## src/pll_cfg_pkg.sv

```systemverilog
// shared constants for the alternate pll setting and its parameter calculator
package pll_cfg_pkg;

  // printed register indices; byte address is four times the index
  localparam logic [7:0] ALT_A_INDEX = 8'h1d;
  localparam logic [7:0] ALT_B_INDEX = 8'h1e;
  localparam logic [7:0] ALT_C_INDEX = 8'h1f;
  localparam logic [7:0] ALT_A_ADDR  = {ALT_A_INDEX[5:0], 2'h0};
  localparam logic [7:0] ALT_B_ADDR  = {ALT_B_INDEX[5:0], 2'h0};
  localparam logic [7:0] ALT_C_ADDR  = {ALT_C_INDEX[5:0], 2'h0};

  // calculator and control registers
  localparam logic [7:0] RATIO_ADDR  = 8'h00;
  localparam logic [7:0] FIN_ADDR    = 8'h04;
  localparam logic [7:0] OUTDIV_ADDR = 8'h08;
  localparam logic [7:0] CTRL_ADDR   = 8'h0c;
  localparam logic [7:0] STATUS_ADDR = 8'h10;
  localparam logic [7:0] FVCO_ADDR   = 8'h14;
  localparam logic [7:0] FOUT_ADDR   = 8'h18;

  // reset values
  localparam logic [7:0]  ALT_A_RESET  = 8'h40;
  localparam logic [7:0]  ALT_B_RESET  = 8'h02;
  localparam logic [7:0]  ALT_C_RESET  = 8'h08;
  localparam logic [11:0] MULT_RESET   = 12'h004;
  localparam logic [8:0]  REFDIV_RESET = 9'h001;
  localparam logic [17:0] FIN_RESET    = 18'h06978;
  localparam logic [6:0]  OUTDIV_RESET = 7'h01;

  // field positions
  localparam int REFDIV_LSB  = 16;
  localparam int CTRL_START  = 0;
  localparam int CTRL_APPLY  = 1;
  localparam int ST_BUSY     = 0;
  localparam int ST_DONE     = 1;
  localparam int ST_VALID    = 2;
  localparam int ST_STANDBY  = 3;
  localparam int ST_BAND_LSB = 4;
  localparam int ST_P_LSB    = 6;
  localparam int ST_Q_LSB    = 9;
  localparam int ST_R_LSB    = 15;

  // derivation limits
  localparam int unsigned SHIFT_BASE  = 4;
  localparam int unsigned Q_MIN       = 16;
  localparam int unsigned Q_MAX       = 63;
  localparam int unsigned KHZ_PER_MHZ = 1000;
  localparam int unsigned VCO_MIN_MHZ = 80;
  localparam int unsigned VCO_MAX_MHZ = 230;
  localparam int unsigned BAND1_MHZ   = 125;
  localparam int unsigned BAND2_MHZ   = 150;
  localparam int unsigned BAND3_MHZ   = 175;
  localparam logic [31:0] VCO_MIN_KHZ = 32'(VCO_MIN_MHZ * KHZ_PER_MHZ);
  localparam logic [31:0] VCO_MAX_KHZ = 32'(VCO_MAX_MHZ * KHZ_PER_MHZ);
  localparam logic [31:0] BAND1_KHZ   = 32'(BAND1_MHZ * KHZ_PER_MHZ);
  localparam logic [31:0] BAND2_KHZ   = 32'(BAND2_MHZ * KHZ_PER_MHZ);
  localparam logic [31:0] BAND3_KHZ   = 32'(BAND3_MHZ * KHZ_PER_MHZ);

  // calculator sequence
  typedef enum logic [2:0] {
    CALC_IDLE,
    CALC_DIV_Q,
    CALC_DIV_VCO,
    CALC_DIV_OUT,
    CALC_CHECK
  } calc_state_t;

endpackage

```

## src/seq_divider.sv

```systemverilog
// iterative restoring divider, one quotient bit per enabled cycle
`timescale 1ns/1ns
module seq_divider #(
  parameter int W = 32
) (
  input  wire logic         clk,
  input  wire logic         rst_n,
  input  wire logic         clk_en,
  input  wire logic         start,
  input  wire logic [W-1:0] dividend,
  input  wire logic [W-1:0] divisor,
  output logic              busy,
  output logic              done,
  output logic [W-1:0]      quotient,
  output logic [W-1:0]      remainder
);
  localparam int CW = $clog2(W + 1);

  // shifting needs at least two bits
  if (W < 2) begin : g_bad_width
    $error("seq_divider width must be at least 2");
  end

  logic [CW-1:0] count;                                  // steps left
  wire  [W:0]    trial = {remainder, quotient[W-1]};     // shifted partial
  wire  [W:0]    diff  = trial - {1'b0, divisor};        // trial subtract
  wire           take  = ~diff[W];                       // divisor fits
  wire           last  = (count == CW'(1));              // final step

  // a zero divisor yields all ones, callers treat it as invalid
  always_ff @(posedge clk or negedge rst_n) begin
    if (!rst_n) begin
      busy      <= 1'b0;
      done      <= 1'b0;
      count     <= '0;
      quotient  <= '0;
      remainder <= '0;
    end else if (clk_en) begin
      done <= busy && last;
      if (start && !busy) begin
        // a start while busy is ignored
        busy      <= 1'b1;
        count     <= CW'(W);
        quotient  <= dividend;
        remainder <= '0;
      end else if (busy) begin
        remainder <= take ? diff[W-1:0] : trial[W-1:0];
        quotient  <= {quotient[W-2:0], take};
        count     <= count - CW'(1);
        busy      <= !last;
      end
    end
  end
endmodule

```

## src/pll_divider_config.sv

```systemverilog
// alternate pll setting registers with fractional-divider parameter calculator
//
// Contract
// RULE1 - twenty-four-bit setting split over three bytes
// RULE2 - band code from oscillator frequency, resets 00
// RULE3 - host keeps setting fields in range
// RULE4 - output equals input over divider times ratio
// RULE5 - host picks divider 1-511, multiplier 1-4095
// RULE6 - host programs output divider 1 to 127
// RULE7 - oscillator equals input times multiplier over divider
// RULE8 - shift, quotient, remainder derived from ratio
// RULE9 - scaled multiplier; multiplier not below divider
// RULE10 - host plans oscillator 80-230, narrow ranges
// RULE11 - output divider zero means standby
// RULE12 - calculator flags out-of-range settings invalid
`timescale 1ns/1ns
module pll_divider_config #(
  parameter int ADDR_W = 8
) (
  input  wire logic              pclk,
  input  wire logic              presetn,
  input  wire logic              clk_en,
  input  wire logic              psel,
  input  wire logic              penable,
  input  wire logic              pwrite,
  input  wire logic [ADDR_W-1:0] paddr,
  input  wire logic [31:0]       pwdata,
  output logic [31:0]            prdata,
  output logic                   pready,
  output logic                   pslverr,
  output logic [3:0]             alt_feedback_multiplier,
  output logic [8:0]             alt_fraction_remainder,
  output logic [5:0]             alt_integer_quotient,
  output logic [2:0]             alt_prescale_shift,
  output logic [1:0]             alt_oscillator_band,
  output logic [6:0]             out_divider,
  output logic                   out_standby,
  output logic                   calc_busy,
  output logic                   calc_valid
);
  // the map needs eight address bits
  if (ADDR_W < 8) begin : g_bad_addr
    $error("pll_divider_config needs at least 8 address bits");
  end

  // band code from oscillator frequency in kHz
  function automatic logic [1:0] band_of(input logic [31:0] fvco);
    if (fvco >= pll_cfg_pkg::BAND3_KHZ)      band_of = 2'h3;
    else if (fvco >= pll_cfg_pkg::BAND2_KHZ) band_of = 2'h2;
    else if (fvco >= pll_cfg_pkg::BAND1_KHZ) band_of = 2'h1;
    else                                     band_of = 2'h0;
  endfunction

  // ---------------- register storage
  logic [7:0]  alt_a;          // multiplier low nibble, remainder high
  logic [7:0]  alt_b;          // remainder low, quotient high
  logic [7:0]  alt_c;          // quotient low, shift, band
  logic [11:0] mult;           // requested feedback multiplier
  logic [8:0]  refdiv;         // requested reference divider
  logic [17:0] fin_khz;        // input frequency in kHz
  logic        auto_apply;     // copy valid results into the setting
  logic        calc_done;      // sticky until the next start

  // ---------------- calculator state
  pll_cfg_pkg::calc_state_t state;
  logic [11:0] lat_n;          // operands latched at start
  logic [8:0]  lat_m;
  logic [17:0] lat_fin;
  logic [6:0]  lat_pdiv;
  logic [15:0] q_res;          // full quotient before range check
  logic [8:0]  r_res;
  logic [31:0] fvco_res;
  logic [31:0] fout_res;
  logic        div_start;
  logic        res_valid;

  // ---------------- apb decode
  wire [7:0] addr8    = paddr[7:0];
  wire       setup    = psel && !penable;
  wire       wr_fire  = psel && penable && pready && pwrite;
  wire       hit_a    = (addr8 == pll_cfg_pkg::ALT_A_ADDR);
  wire       hit_b    = (addr8 == pll_cfg_pkg::ALT_B_ADDR);
  wire       hit_c    = (addr8 == pll_cfg_pkg::ALT_C_ADDR);
  wire       hit_rat  = (addr8 == pll_cfg_pkg::RATIO_ADDR);
  wire       hit_fin  = (addr8 == pll_cfg_pkg::FIN_ADDR);
  wire       hit_odiv = (addr8 == pll_cfg_pkg::OUTDIV_ADDR);
  wire       hit_ctrl = (addr8 == pll_cfg_pkg::CTRL_ADDR);
  wire       hit_stat = (addr8 == pll_cfg_pkg::STATUS_ADDR);
  wire       hit_fvco = (addr8 == pll_cfg_pkg::FVCO_ADDR);
  wire       hit_fout = (addr8 == pll_cfg_pkg::FOUT_ADDR);
  wire       hi_zero  = (ADDR_W == 8) || (paddr >> 8) == '0;
  wire       mapped   = hi_zero && (hit_a || hit_b || hit_c || hit_rat || hit_fin
                        || hit_odiv || hit_ctrl || hit_stat || hit_fvco || hit_fout);
  wire       wr_a     = wr_fire && hi_zero && hit_a;
  wire       wr_b     = wr_fire && hi_zero && hit_b;
  wire       wr_c     = wr_fire && hi_zero && hit_c;
  wire       wr_rat   = wr_fire && hi_zero && hit_rat;
  wire       wr_fin   = wr_fire && hi_zero && hit_fin;
  wire       wr_odiv  = wr_fire && hi_zero && hit_odiv;
  wire       wr_ctrl  = wr_fire && hi_zero && hit_ctrl;
  wire       start    = wr_ctrl && pwdata[pll_cfg_pkg::CTRL_START];

  // ---------------- ratio analysis, floor log2 of n over m
  logic [11:0] ratio_ge;       // bit i: m shifted by i still fits n
  for (genvar i = 0; i < 12; i++) begin : g_ratio
    assign ratio_ge[i] = (({12'h000, lat_m} << i) <= {9'h000, lat_n});
  end

  // highest set bit of the fit vector
  function automatic logic [3:0] top_bit(input logic [11:0] v);
    top_bit = 4'h0;
    for (int j = 0; j < 12; j++) begin
      if (v[j]) top_bit = 4'(j);
    end
  endfunction

  wire [3:0]  log_ratio = top_bit(ratio_ge);
  wire [2:0]  p_calc    = (log_ratio >= 4'(pll_cfg_pkg::SHIFT_BASE)) ? 3'h0 // RULE8
                          : 3'(pll_cfg_pkg::SHIFT_BASE - 32'(log_ratio));
  wire [15:0] n_scaled  = {4'h0, lat_n} << p_calc;                          // RULE9
  wire [29:0] fin_x_n   = 30'(lat_fin * lat_n);                             // RULE7

  // ---------------- shared divider operand selection
  wire        sel_q    = (state == pll_cfg_pkg::CALC_DIV_Q);
  wire        sel_vco  = (state == pll_cfg_pkg::CALC_DIV_VCO);
  wire [31:0] div_num  = sel_q ? {16'h0000, n_scaled}                       // RULE8
                         : sel_vco ? {2'h0, fin_x_n}                        // RULE7
                         : fvco_res;                                        // RULE4
  wire [31:0] div_den  = (sel_q || sel_vco) ? {23'h0, lat_m} : {25'h0, lat_pdiv};
  wire [31:0] div_quo;
  wire [31:0] div_rem;
  wire        div_done;

  seq_divider #(.W(32)) u_div (
    .clk       (pclk),
    .rst_n     (presetn),
    .clk_en    (clk_en),
    .start     (div_start),
    .dividend  (div_num),
    .divisor   (div_den),
    .busy      (),
    .done      (div_done),
    .quotient  (div_quo),
    .remainder (div_rem)
  );

  // ---------------- validity of the derived setting
  wire vco_ok   = (fvco_res >= pll_cfg_pkg::VCO_MIN_KHZ)
                  && (fvco_res <= pll_cfg_pkg::VCO_MAX_KHZ);
  wire q_ok     = (q_res >= 16'(pll_cfg_pkg::Q_MIN)) && (q_res <= 16'(pll_cfg_pkg::Q_MAX));
  wire ratio_ok = (lat_m != '0) && (lat_n != '0) && (lat_n >= {3'h0, lat_m});
  wire next_val = ratio_ok && q_ok && vco_ok;                              // RULE12
  wire [1:0] calc_band = band_of(fvco_res);                                 // RULE2

  // ---------------- calculator sequence
  always_ff @(posedge pclk or negedge presetn) begin
    if (!presetn) begin
      state     <= pll_cfg_pkg::CALC_IDLE;
      div_start <= 1'b0;
      calc_done <= 1'b0;
      res_valid <= 1'b0;
      lat_n     <= '0;
      lat_m     <= '0;
      lat_fin   <= '0;
      lat_pdiv  <= '0;
      q_res     <= '0;
      r_res     <= '0;
      fvco_res  <= '0;
      fout_res  <= '0;
    end else if (clk_en) begin
      div_start <= 1'b0;
      case (state)
        pll_cfg_pkg::CALC_IDLE: begin
          // new start clears the sticky done flag
          if (start) begin
            lat_n     <= mult;
            lat_m     <= refdiv;
            lat_fin   <= fin_khz;
            lat_pdiv  <= out_divider;
            calc_done <= 1'b0;
            div_start <= 1'b1;
            state     <= pll_cfg_pkg::CALC_DIV_Q;
          end
        end
        pll_cfg_pkg::CALC_DIV_Q: begin
          if (div_done) begin
            q_res     <= div_quo[15:0];                                    // RULE8
            r_res     <= div_rem[8:0];                                     // RULE8
            div_start <= 1'b1;
            state     <= pll_cfg_pkg::CALC_DIV_VCO;
          end
        end
        pll_cfg_pkg::CALC_DIV_VCO: begin
          if (div_done) begin
            fvco_res <= div_quo;                                           // RULE7
            if (lat_pdiv == '0) begin
              // standby divider, nothing to divide
              fout_res <= '0;                                              // RULE11
              state    <= pll_cfg_pkg::CALC_CHECK;
            end else begin
              div_start <= 1'b1;
              state     <= pll_cfg_pkg::CALC_DIV_OUT;
            end
          end
        end
        pll_cfg_pkg::CALC_DIV_OUT: begin
          if (div_done) begin
            fout_res <= div_quo;                                           // RULE4
            state    <= pll_cfg_pkg::CALC_CHECK;
          end
        end
        pll_cfg_pkg::CALC_CHECK: begin
          res_valid <= next_val;                                           // RULE12
          calc_done <= 1'b1;
          state     <= pll_cfg_pkg::CALC_IDLE;
        end
        default: state <= pll_cfg_pkg::CALC_IDLE;
      endcase
    end
  end

  // ---------------- setting bytes: bus write wins over an apply in the same cycle
  wire apply = (state == pll_cfg_pkg::CALC_CHECK) && next_val && auto_apply;
  wire [7:0] next_alt_a = wr_a ? pwdata[7:0]
                          : apply ? {lat_n[3:0], r_res[8:5]} : alt_a;      // RULE1
  wire [7:0] next_alt_b = wr_b ? pwdata[7:0]
                          : apply ? {r_res[4:0], q_res[5:3]} : alt_b;      // RULE1
  wire [7:0] next_alt_c = wr_c ? pwdata[7:0]
                          : apply ? {q_res[2:0], p_calc, calc_band} : alt_c; // RULE1

  always_ff @(posedge pclk or negedge presetn) begin
    if (!presetn) begin
      alt_a <= pll_cfg_pkg::ALT_A_RESET;
      alt_b <= pll_cfg_pkg::ALT_B_RESET;
      alt_c <= pll_cfg_pkg::ALT_C_RESET;                                   // RULE2
    end else if (clk_en) begin
      alt_a <= next_alt_a;
      alt_b <= next_alt_b;
      alt_c <= next_alt_c;
    end
  end

  // ---------------- calculator inputs and control
  always_ff @(posedge pclk or negedge presetn) begin
    if (!presetn) begin
      mult        <= pll_cfg_pkg::MULT_RESET;
      refdiv      <= pll_cfg_pkg::REFDIV_RESET;
      fin_khz     <= pll_cfg_pkg::FIN_RESET;
      out_divider <= pll_cfg_pkg::OUTDIV_RESET;
      auto_apply  <= 1'b0;
    end else if (clk_en) begin
      if (wr_rat) begin
        mult   <= pwdata[11:0];
        refdiv <= pwdata[pll_cfg_pkg::REFDIV_LSB +: 9];
      end
      if (wr_fin)  fin_khz     <= pwdata[17:0];
      if (wr_odiv) out_divider <= pwdata[6:0];
      if (wr_ctrl) auto_apply  <= pwdata[pll_cfg_pkg::CTRL_APPLY];
    end
  end

  // ---------------- read mux, sampled in the setup cycle
  wire [31:0] status_word = {8'h00, r_res, q_res[5:0], p_calc, calc_band,
                             out_standby, res_valid, calc_done, calc_busy};
  wire [31:0] rd_value =
      hit_a    ? {24'h0, alt_a} :
      hit_b    ? {24'h0, alt_b} :
      hit_c    ? {24'h0, alt_c} :
      hit_rat  ? {7'h00, refdiv, 4'h0, mult} :
      hit_fin  ? {14'h0000, fin_khz} :
      hit_odiv ? {25'h0, out_divider} :
      hit_ctrl ? {30'h0, auto_apply, 1'b0} :
      hit_stat ? status_word :
      hit_fvco ? fvco_res :
      hit_fout ? fout_res : 32'h0;

  // one wait-free access phase; pready and data come from flops
  always_ff @(posedge pclk or negedge presetn) begin
    if (!presetn) begin
      pready  <= 1'b0;
      pslverr <= 1'b0;
      prdata  <= '0;
    end else if (clk_en) begin
      pready  <= setup;
      pslverr <= setup && !mapped;
      prdata  <= (setup && mapped && !pwrite) ? rd_value : 32'h0;
    end
  end

  // ---------------- flopped status outputs
  always_ff @(posedge pclk or negedge presetn) begin
    if (!presetn) begin
      out_standby <= 1'b0;
      calc_busy   <= 1'b0;
      calc_valid  <= 1'b0;
    end else if (clk_en) begin
      out_standby <= (out_divider == '0);                                  // RULE11
      calc_busy   <= (state != pll_cfg_pkg::CALC_IDLE) || start;
      calc_valid  <= res_valid;
    end
  end

  // setting fields drive straight from the byte flops
  assign alt_feedback_multiplier = alt_a[7:4];                             // RULE1
  assign alt_fraction_remainder  = {alt_a[3:0], alt_b[7:3]};               // RULE1
  assign alt_integer_quotient    = {alt_b[2:0], alt_c[7:5]};               // RULE1
  assign alt_prescale_shift      = alt_c[4:2];                             // RULE1
  assign alt_oscillator_band     = alt_c[1:0];                             // RULE2

  wire at_check = (state == pll_cfg_pkg::CALC_CHECK);
  wire [63:0] vco_lo = 64'(fvco_res) * 64'(lat_m);
  wire [63:0] vco_hi = (64'(fvco_res) + 64'h1) * 64'(lat_m);
  wire [63:0] out_lo = 64'(fout_res) * 64'(lat_pdiv);
  wire [63:0] out_hi = (64'(fout_res) + 64'h1) * 64'(lat_pdiv);
  wire [31:0] q_x_m  = 32'(q_res) * 32'(lat_m) + 32'(r_res);
endmodule

```

## config.mk

```make
export PLATFORM = sky130hd
export DESIGN_NAME = pll_divider_config
export DESIGN_NICKNAME = d
export VERILOG_FILES = /design/src/pll_cfg_pkg.sv /design/src/seq_divider.sv /design/src/pll_divider_config.sv
export SDC_FILE = /design/constraint.sdc
export NUM_CORES = 1
export LEC_CHECK = 0
export ABC_AREA = 0
export BUFFER_PORTS_ARGS = -buffer_cell sky130_fd_sc_hd__buf_2
export CORE_UTILIZATION = 35
export CTS_CLUSTER_DIAMETER = 80
export DETAILED_ROUTE_END_ITERATION = 8
export GPL_TIMING_DRIVEN = 0
export PLACE_DENSITY = 0.5
export SLEW_MARGIN = 40
export SYNTH_ARGS = -nofsm -noshare
export SYNTH_HDL_FRONTEND = slang
export SYNTH_SLANG_ARGS = --single-unit
```

## constraint.sdc

```tcl
create_clock -name pclk -period 13.95 [get_ports pclk]
set_input_delay 2.79 -clock pclk [delete_from_list [all_inputs] [get_ports pclk]]
set_output_delay 2.79 -clock pclk [all_outputs]
set_load 0.05 [all_outputs]
```

==> impl_metrics.env, run 1 <==
export IMPL_worstReg2RegStart="lat_n[5]"
export IMPL_peakVddDrop_v=0.000121
export IMPL_ctsRootBufferMaster="clkbuf_16"
export IMPL_cpPeakStageDelay_ps=790
export IMPL_fp_dieW_um=264
export IMPL_cts_made_buffers=37
export IMPL_grt_pass1_vias=20300
export IMPL_cts_resized=0
export IMPL_gp_congestion=0.961
export IMPL_path_clk_slew_ps=60
export IMPL_cts_num_sinks=321
export IMPL_cap_violations=0
export IMPL_max_freq_mhz=120
export IMPL_rsz0062_at_grt="false"
export IMPL_overflow=0
export IMPL_grt_pass1_wl_um=132000
export IMPL_cts_tree="done"
export IMPL_vias=20100
export IMPL_setup_tns_ps=0
export IMPL_final_common_cell="nand2_1"
export IMPL_slew_violations=0
export IMPL_hp_class="flop to flop"
export IMPL_antenna_cells=0
export IMPL_avgRoutedWirePerCell_um=24.5
export IMPL_synth_top_area_share_pct=32.0
export IMPL_crit_path_start_kind="flop"
export IMPL_core_mm2=0.0675
export IMPL_worstSetupPathType="flop to flop"
export IMPL_syn_to_final_growth_pct=12.1
export IMPL_ys_seq_elements=321
export IMPL_fin_crit_sh_pct=59.7
export IMPL_synthCells=2494
export IMPL_dp_hpwl_um=67800
export IMPL_total_power_mw=2.76
export IMPL_die_area_mm2=0.0696
export IMPL_initial_core_util_pct=35.5
export IMPL_htreeDepth=2
export IMPL_relSlewSlack_pct=40.9
export IMPL_synth_ff_type="dfrtp_1"
export IMPL_synth_edf_count=0
export IMPL_status="complete, no violations"
export IMPL_powerDensity_mw_per_mm2=103
export IMPL_nets=3003
export IMPL_preCtsSetupSlack_ps=5620
export IMPL_crit_end="u_div.quotient[29]"
export IMPL_crit_chain="clkbuf_1, clkbuf_1, nand2_1, fa_1, fa_1, fa_1, inv_1, fa_1, inv_1, fa_1, inv_1, ha_1, a21oi_1, o21ai_0, a311oi_1, o21ai_0, o221ai_1, nor2_1, a211oi_1, o21ai_0, xnor2_1, o21ai_0"
export IMPL_post_cts_buffers=0
export IMPL_ios=114
export IMPL_synth_top_area_cell="dfrtp_1"
export IMPL_avgSynthCellArea_um2=9.61
export IMPL_crit_fanout=10
export IMPL_report_final_hold_viol_count=0
export IMPL_layout_min_cycle_time_ps=8330
export IMPL_worstHoldStart="calc_done"
export IMPL_layout_drive_gt1_share_pct=13.1
export IMPL_crit_arrival_ps=8750
export IMPL_die_h_um=264
export IMPL_synth_area_leaders="dfrtp_1 (32%), fa_1 (13%), ha_1 (7.9%)"
export IMPL_clk_latency_ps=560
export IMPL_skew_ps=18.1
export IMPL_ys_types=82
export IMPL_drc=0
export IMPL_synth_async_reset_ratio_pct=100
export IMPL_io_buffers=106
export IMPL_p_leak_nw=12.7
export IMPL_crit_top_cell="fa_1"
export IMPL_finalWorstSetupSlack_ps=5620
export IMPL_r2r_slack_ps=5620
export IMPL_r2r_end="u_div.quotient[29]"
export IMPL_yosysSeqAreaShare_pct=33.6
export IMPL_holdPathStages=2
export IMPL_grt_total_usage_pct=25.2
export IMPL_drt_initial_drc_count=1868
export IMPL_antenna_found_initial=2
export IMPL_crit_path_end_kind="flop"
export IMPL_setup_violations=0
export IMPL_vias_per_cell=5.67
export IMPL_clk_path_buf_depth=3
export IMPL_final_cell_mix="nand2_1 (324), dfrtp_1 (306), inv_1 (279)"
export IMPL_r2r_cells=22
export IMPL_worst_slew_pin_transition_ps=881
export IMPL_drt_pass1_iter_count=6
export IMPL_rows=95
export IMPL_detail_route_antenna_nets=0
export IMPL_grt_max_degree=77
export IMPL_yosysWarningCount=0
export IMPL_routed_wirelength_um=86700
export IMPL_synthesis_nets=2853
export IMPL_ctsHoldBuffers=0
export IMPL_startpoint="lat_n[5]"
export IMPL_crit_required_ps=14360
export IMPL_netlist_area_mm2=0.0240
export IMPL_crit_path_top_delay_cell="a311oi_1"
-- power breakdown --
part           internal (mW)  switching (mW)  total [mW]  leakage, nW
clock network          0.534           0.391       0.925        0.535
registers               1.02           0.118        1.14         4.23
logic                  0.241           0.457       0.699         7.98
total                   1.79           0.967        2.76         12.7
-- worst min path at each step --
| stage | endpoint | slack, ps |
|---|---|---|
| 2_1_floorplan | calc_done | 450 |
| 6_report | calc_done | 500 |
| 4_1_cts | calc_done | 490 |
| 3_5_place_dp | calc_done | 480 |
| 5_1_grt | calc_done | 520 |
| 3_3_place_gp | calc_done | 470 |
-- flip-flops by register name (all words and copies together) (netlist names), 3 cells and up --
signal           flops
prdata              32
fout_res            32
lat_n               12
alt_c                8
fin_khz             18
lat_pdiv             7
out_divider          7
u_div.count          6
mult                12
alt_a                8
fvco_res            32
lat_fin             18
q_res               16
r_res                9
u_div.remainder     32
refdiv               9
state                3
u_div.quotient      32
alt_b                8
lat_m                9
-- worst max-delay path, delay by kind of cell (launching register included) --
family	cells	cell delay, ps
fa+ha+maj	6	2950
compound gates	8	2860
buf+inv	5	1380
flops	1	520
simple gates	2	280
xor+xnor	1	210
-- synth_stat cells, drive strengths merged (7+ instances only) --
master    n
xnor2    27
clkbuf  113
nand3    37
a221oi   20
buf      19
a21o     20
o211ai    7
a21boi    8
a22o     45
xor2     29
ha      152
a22oi    13
a31oi     7
nand2b   11
or2       7
o21ai   154
nor3     26
o21a      7
mux2i    54
nand2   324
a211oi   23
fa      161
a21oi   102
o221ai    9
inv     279
or3      20
mux2    131
dfstp    14
nand4    30
or4      11
nor4     25
a221o     8
o22ai    35
dfrtp   307
and2     66
a222oi   22
nor2    101
-- routing by layer --
metal  share of wire, %  up-vias  track usage (%)
met2                 45      721             39.7
met3                6.7      132             3.52
met5              0.013        -                0
met4                2.9        2             7.13
met1                 45    10300             36.1
li1                   -     8927                -
-- kinds of logic after synthesis --
family / count (synthesis) / synth area share (%)
and+or+nand+nor: 685 / 13.5
AOI/OAI and AO/OA: 523 / 14.5
DFF: 321 / 33.6
muxes: 185 / 8.41
xor gates and xnor gates: 56 / 2.08
adders and majority gates: 313 / 21.4
buffers and inverters: 411 / 6.55
-- layout make-up --
cell class	instances	area [um^2]
fillers	6791	40600
multi-input cells	1762	14400
flip-flops and latches	321	8050
well taps	873	1090
inverters	279	1050
clock buffers	55	1040
repair buffers	111	661
plain buffers	132	531
clock inverters	5	63.8
-- per-stage QoR --
step	hold WS [ps]	cells	util, %	instance area [um^2]
after CTS	492	3538	39.8	26900
after global routing	517	3538	39.8	26900
final	498	3538	39.8	26900
after detailed placement	477	3478	38.2	25800
after global placement	467	3473	37.9	25600
after floorplan	448	2494	-	24000
Note: power is estimated with default switching activity, not from simulation.
==> inputs of run 2 (changes only) <==
==> constraint.sdc (replaced) <==
create_clock -name pclk -period 8.6 [get_ports pclk]
set_input_delay 1.72 -clock pclk [delete_from_list [all_inputs] [get_ports pclk]]
set_output_delay 1.72 -clock pclk [all_outputs]
set_load 0.05 [all_outputs]
==> impl_metrics.env, run 2 (synthesized netlist as in run 1, its figures left out) <==
export IMPL_cts_num_sinks=321
export IMPL_final_core_util_pct=39.8
export IMPL_crit_required_ps=9010
export IMPL_clkPwrFrac_pct=33.5
export IMPL_initial_core_util_pct=35.5
export IMPL_slew_violations=0
export IMPL_htreeDepth=2
export IMPL_dp_cells=3478
export IMPL_setup_violations=0
export IMPL_antenna_found_initial=2
export IMPL_core_mm2=0.0675
export IMPL_rows=95
export IMPL_layout_drive_gt1_share_pct=13.1
export IMPL_vias_per_cell=5.67
export IMPL_fp_dieW_um=264
export IMPL_layout_min_cycle_time_ps=7990
export IMPL_report_final_hold_viol_count=0
export IMPL_fin_area_mm2=0.0269
export IMPL_worst_slew_pin_transition_ps=879
export IMPL_p_int_mw=2.91
export IMPL_switching_power_mw=1.57
export IMPL_holdPathStages=2
export IMPL_holdWs_ps=499
export IMPL_total_power_mw=4.47
export IMPL_r2r_slack_ps=610
export IMPL_max_freq_mhz=125
export IMPL_crit_arrival_ps=8400
export IMPL_post_cts_buffers=0
export IMPL_power_frac_seq_pct=41.2
export IMPL_clk_latency_ps=560
export IMPL_rsz0062_at_grt="false"
export IMPL_skew_ps=19.2
export IMPL_relSlewSlack_pct=41.4
export IMPL_detail_route_antenna_nets=0
export IMPL_ios=114
export IMPL_grt_pass1_vias=20300
export IMPL_gp_congestion=0.961
export IMPL_grt_pass1_wl_um=132000
export IMPL_p_leak_nw=12.7
export IMPL_drt_initial_drc_count=1881
export IMPL_r2r_end="u_div.quotient[29]"
export IMPL_crit_chain="clkbuf_1, clkbuf_1, nand2_1, fa_1, fa_1, fa_1, inv_1, fa_1, inv_1, fa_1, inv_1, ha_1, a21oi_1, o21ai_0, a311oi_2, o21ai_0, o221ai_1, nor2_1, a211oi_1, o21ai_0, xnor2_1, o21ai_0"
export IMPL_worstReg2RegStart="lat_n[5]"
export IMPL_worstHoldStart="calc_done"
export IMPL_cts_made_buffers=37
export IMPL_placed_area_mm2=0.0258
export IMPL_avgRoutedWirePerCell_um=24.5
export IMPL_cpPeakStageDelay_ps=620
export IMPL_peakVddDrop_v=0.000196
export IMPL_dp_hpwl_um=67800
export IMPL_routed_wirelength_um=86700
export IMPL_hp_class="flop to flop"
export IMPL_grt_max_degree=77
export IMPL_final_common_cell="nand2_1"
export IMPL_path_clk_slew_ps=60
export IMPL_overflow=0
export IMPL_crit_top_cell="fa_1"
export IMPL_status="complete, no violations"
export IMPL_r2r_cells=22
export IMPL_p_sw_share_pct=35.0
export IMPL_grt_total_usage_pct=25.2
export IMPL_syn_to_final_growth_pct=12.2
export IMPL_crit_path_end_kind="flop"
export IMPL_nets=3003
export IMPL_die_area_mm2=0.0696
export IMPL_io_buffers=106
export IMPL_final_cell_mix="nand2_1 (324), dfrtp_1 (306), inv_1 (279)"
export IMPL_hold_end="calc_done"
export IMPL_vias=20100
export IMPL_ctsHoldBuffers=0
export IMPL_worstSetupPathType="flop to flop"
export IMPL_ctsRootBufferMaster="clkbuf_16"
export IMPL_powerDensity_mw_per_mm2=166
export IMPL_cts_tree="done"
export IMPL_drc=0
export IMPL_clk_path_buf_depth=3
export IMPL_fin_crit_sh_pct=92.9
export IMPL_comb_power_share_pct=25.3
export IMPL_drt_pass1_iter_count=9
export IMPL_crit_path_top_delay_cell="clkbuf_1"
export IMPL_fin_cells=3539
export IMPL_crit_path_start_kind="flop"
export IMPL_crit_fanout=10
export IMPL_cap_violations=0
export IMPL_die_h_um=264
run 2: repair_timing:
item | 4_1_cts | 5_1_grt
endpoints found under the setup margin | 0 | 1
gates resized for setup | 0 | 1
endpoints found under the hold margin | 0 | 0
run 2: metrics by stage:
stage | setup WS [ps] | TNS, ps
6_report | 613 | 0
5_1_grt | 150 | 0
4_1_cts | 227 | 0
3_5_place_dp | 275 | 0
3_3_place_gp | -401 | -115780
2_1_floorplan | 2460 | 0
run 2: worst max-delay path by stage:
| stage | start | endpoint |
|---|---|---|
| after floorplan | lat_n[5] | u_div.quotient[29] |
| after global placement | presetn | u_div.quotient[10] |
| after detailed placement | lat_n[5] | u_div.quotient[29] |
| after CTS | lat_n[3] | u_div.quotient[29] |
| after global routing | lat_n[5] | u_div.quotient[29] |
| final | lat_n[5] | u_div.quotient[29] |
run 2: power groups by stage:
| stage | clock (mW) | sequential, mW | combinational [mW] |
|---|---|---|---|
| after floorplan | 0 | 1.80 | 0.760 |
| after global placement | 0 | 1.86 | 1.09 |
| after detailed placement | 0 | 1.86 | 1.12 |
| after CTS | 1.53 | 1.84 | 1.12 |
| after global routing | 1.59 | 1.86 | 1.26 |
| final | 1.50 | 1.84 | 1.13 |
run 2: area by class of cell:
| class | instances | area [um^2] |
|---|---|---|
| Buffer | 132 | 531 |
| Multi-Input combinational cell | 1762 | 14400 |
| Clock inverter | 5 | 63.8 |
| Clock buffer | 55 | 1040 |
| Sequential cell | 321 | 8050 |
| Inverter | 279 | 1050 |
| Tap cell | 873 | 1090 |
| Fill cell | 6791 | 40600 |
| Timing Repair Buffer | 111 | 661 |
| Antenna cell | 1 | 2.50 |
run 2: worst max-delay path: cells and delay by family (launching register included):
family / cells / cell delay (ps)
compound gates: 8 / 2500
xor+xnor: 1 / 210
fa+ha+maj: 6 / 2950
buf+inv: 5 / 1380
flops: 1 / 520
simple gates: 2 / 270
run 2: routing by layer:
layer	GRT usage (%)	vias up	routed length (um)
li1	-	8937	-
met1	36.1	10300	38900
met2	39.7	735	39500
met3	3.52	128	5840
met4	7.13	2	2360
met5	0	-	115
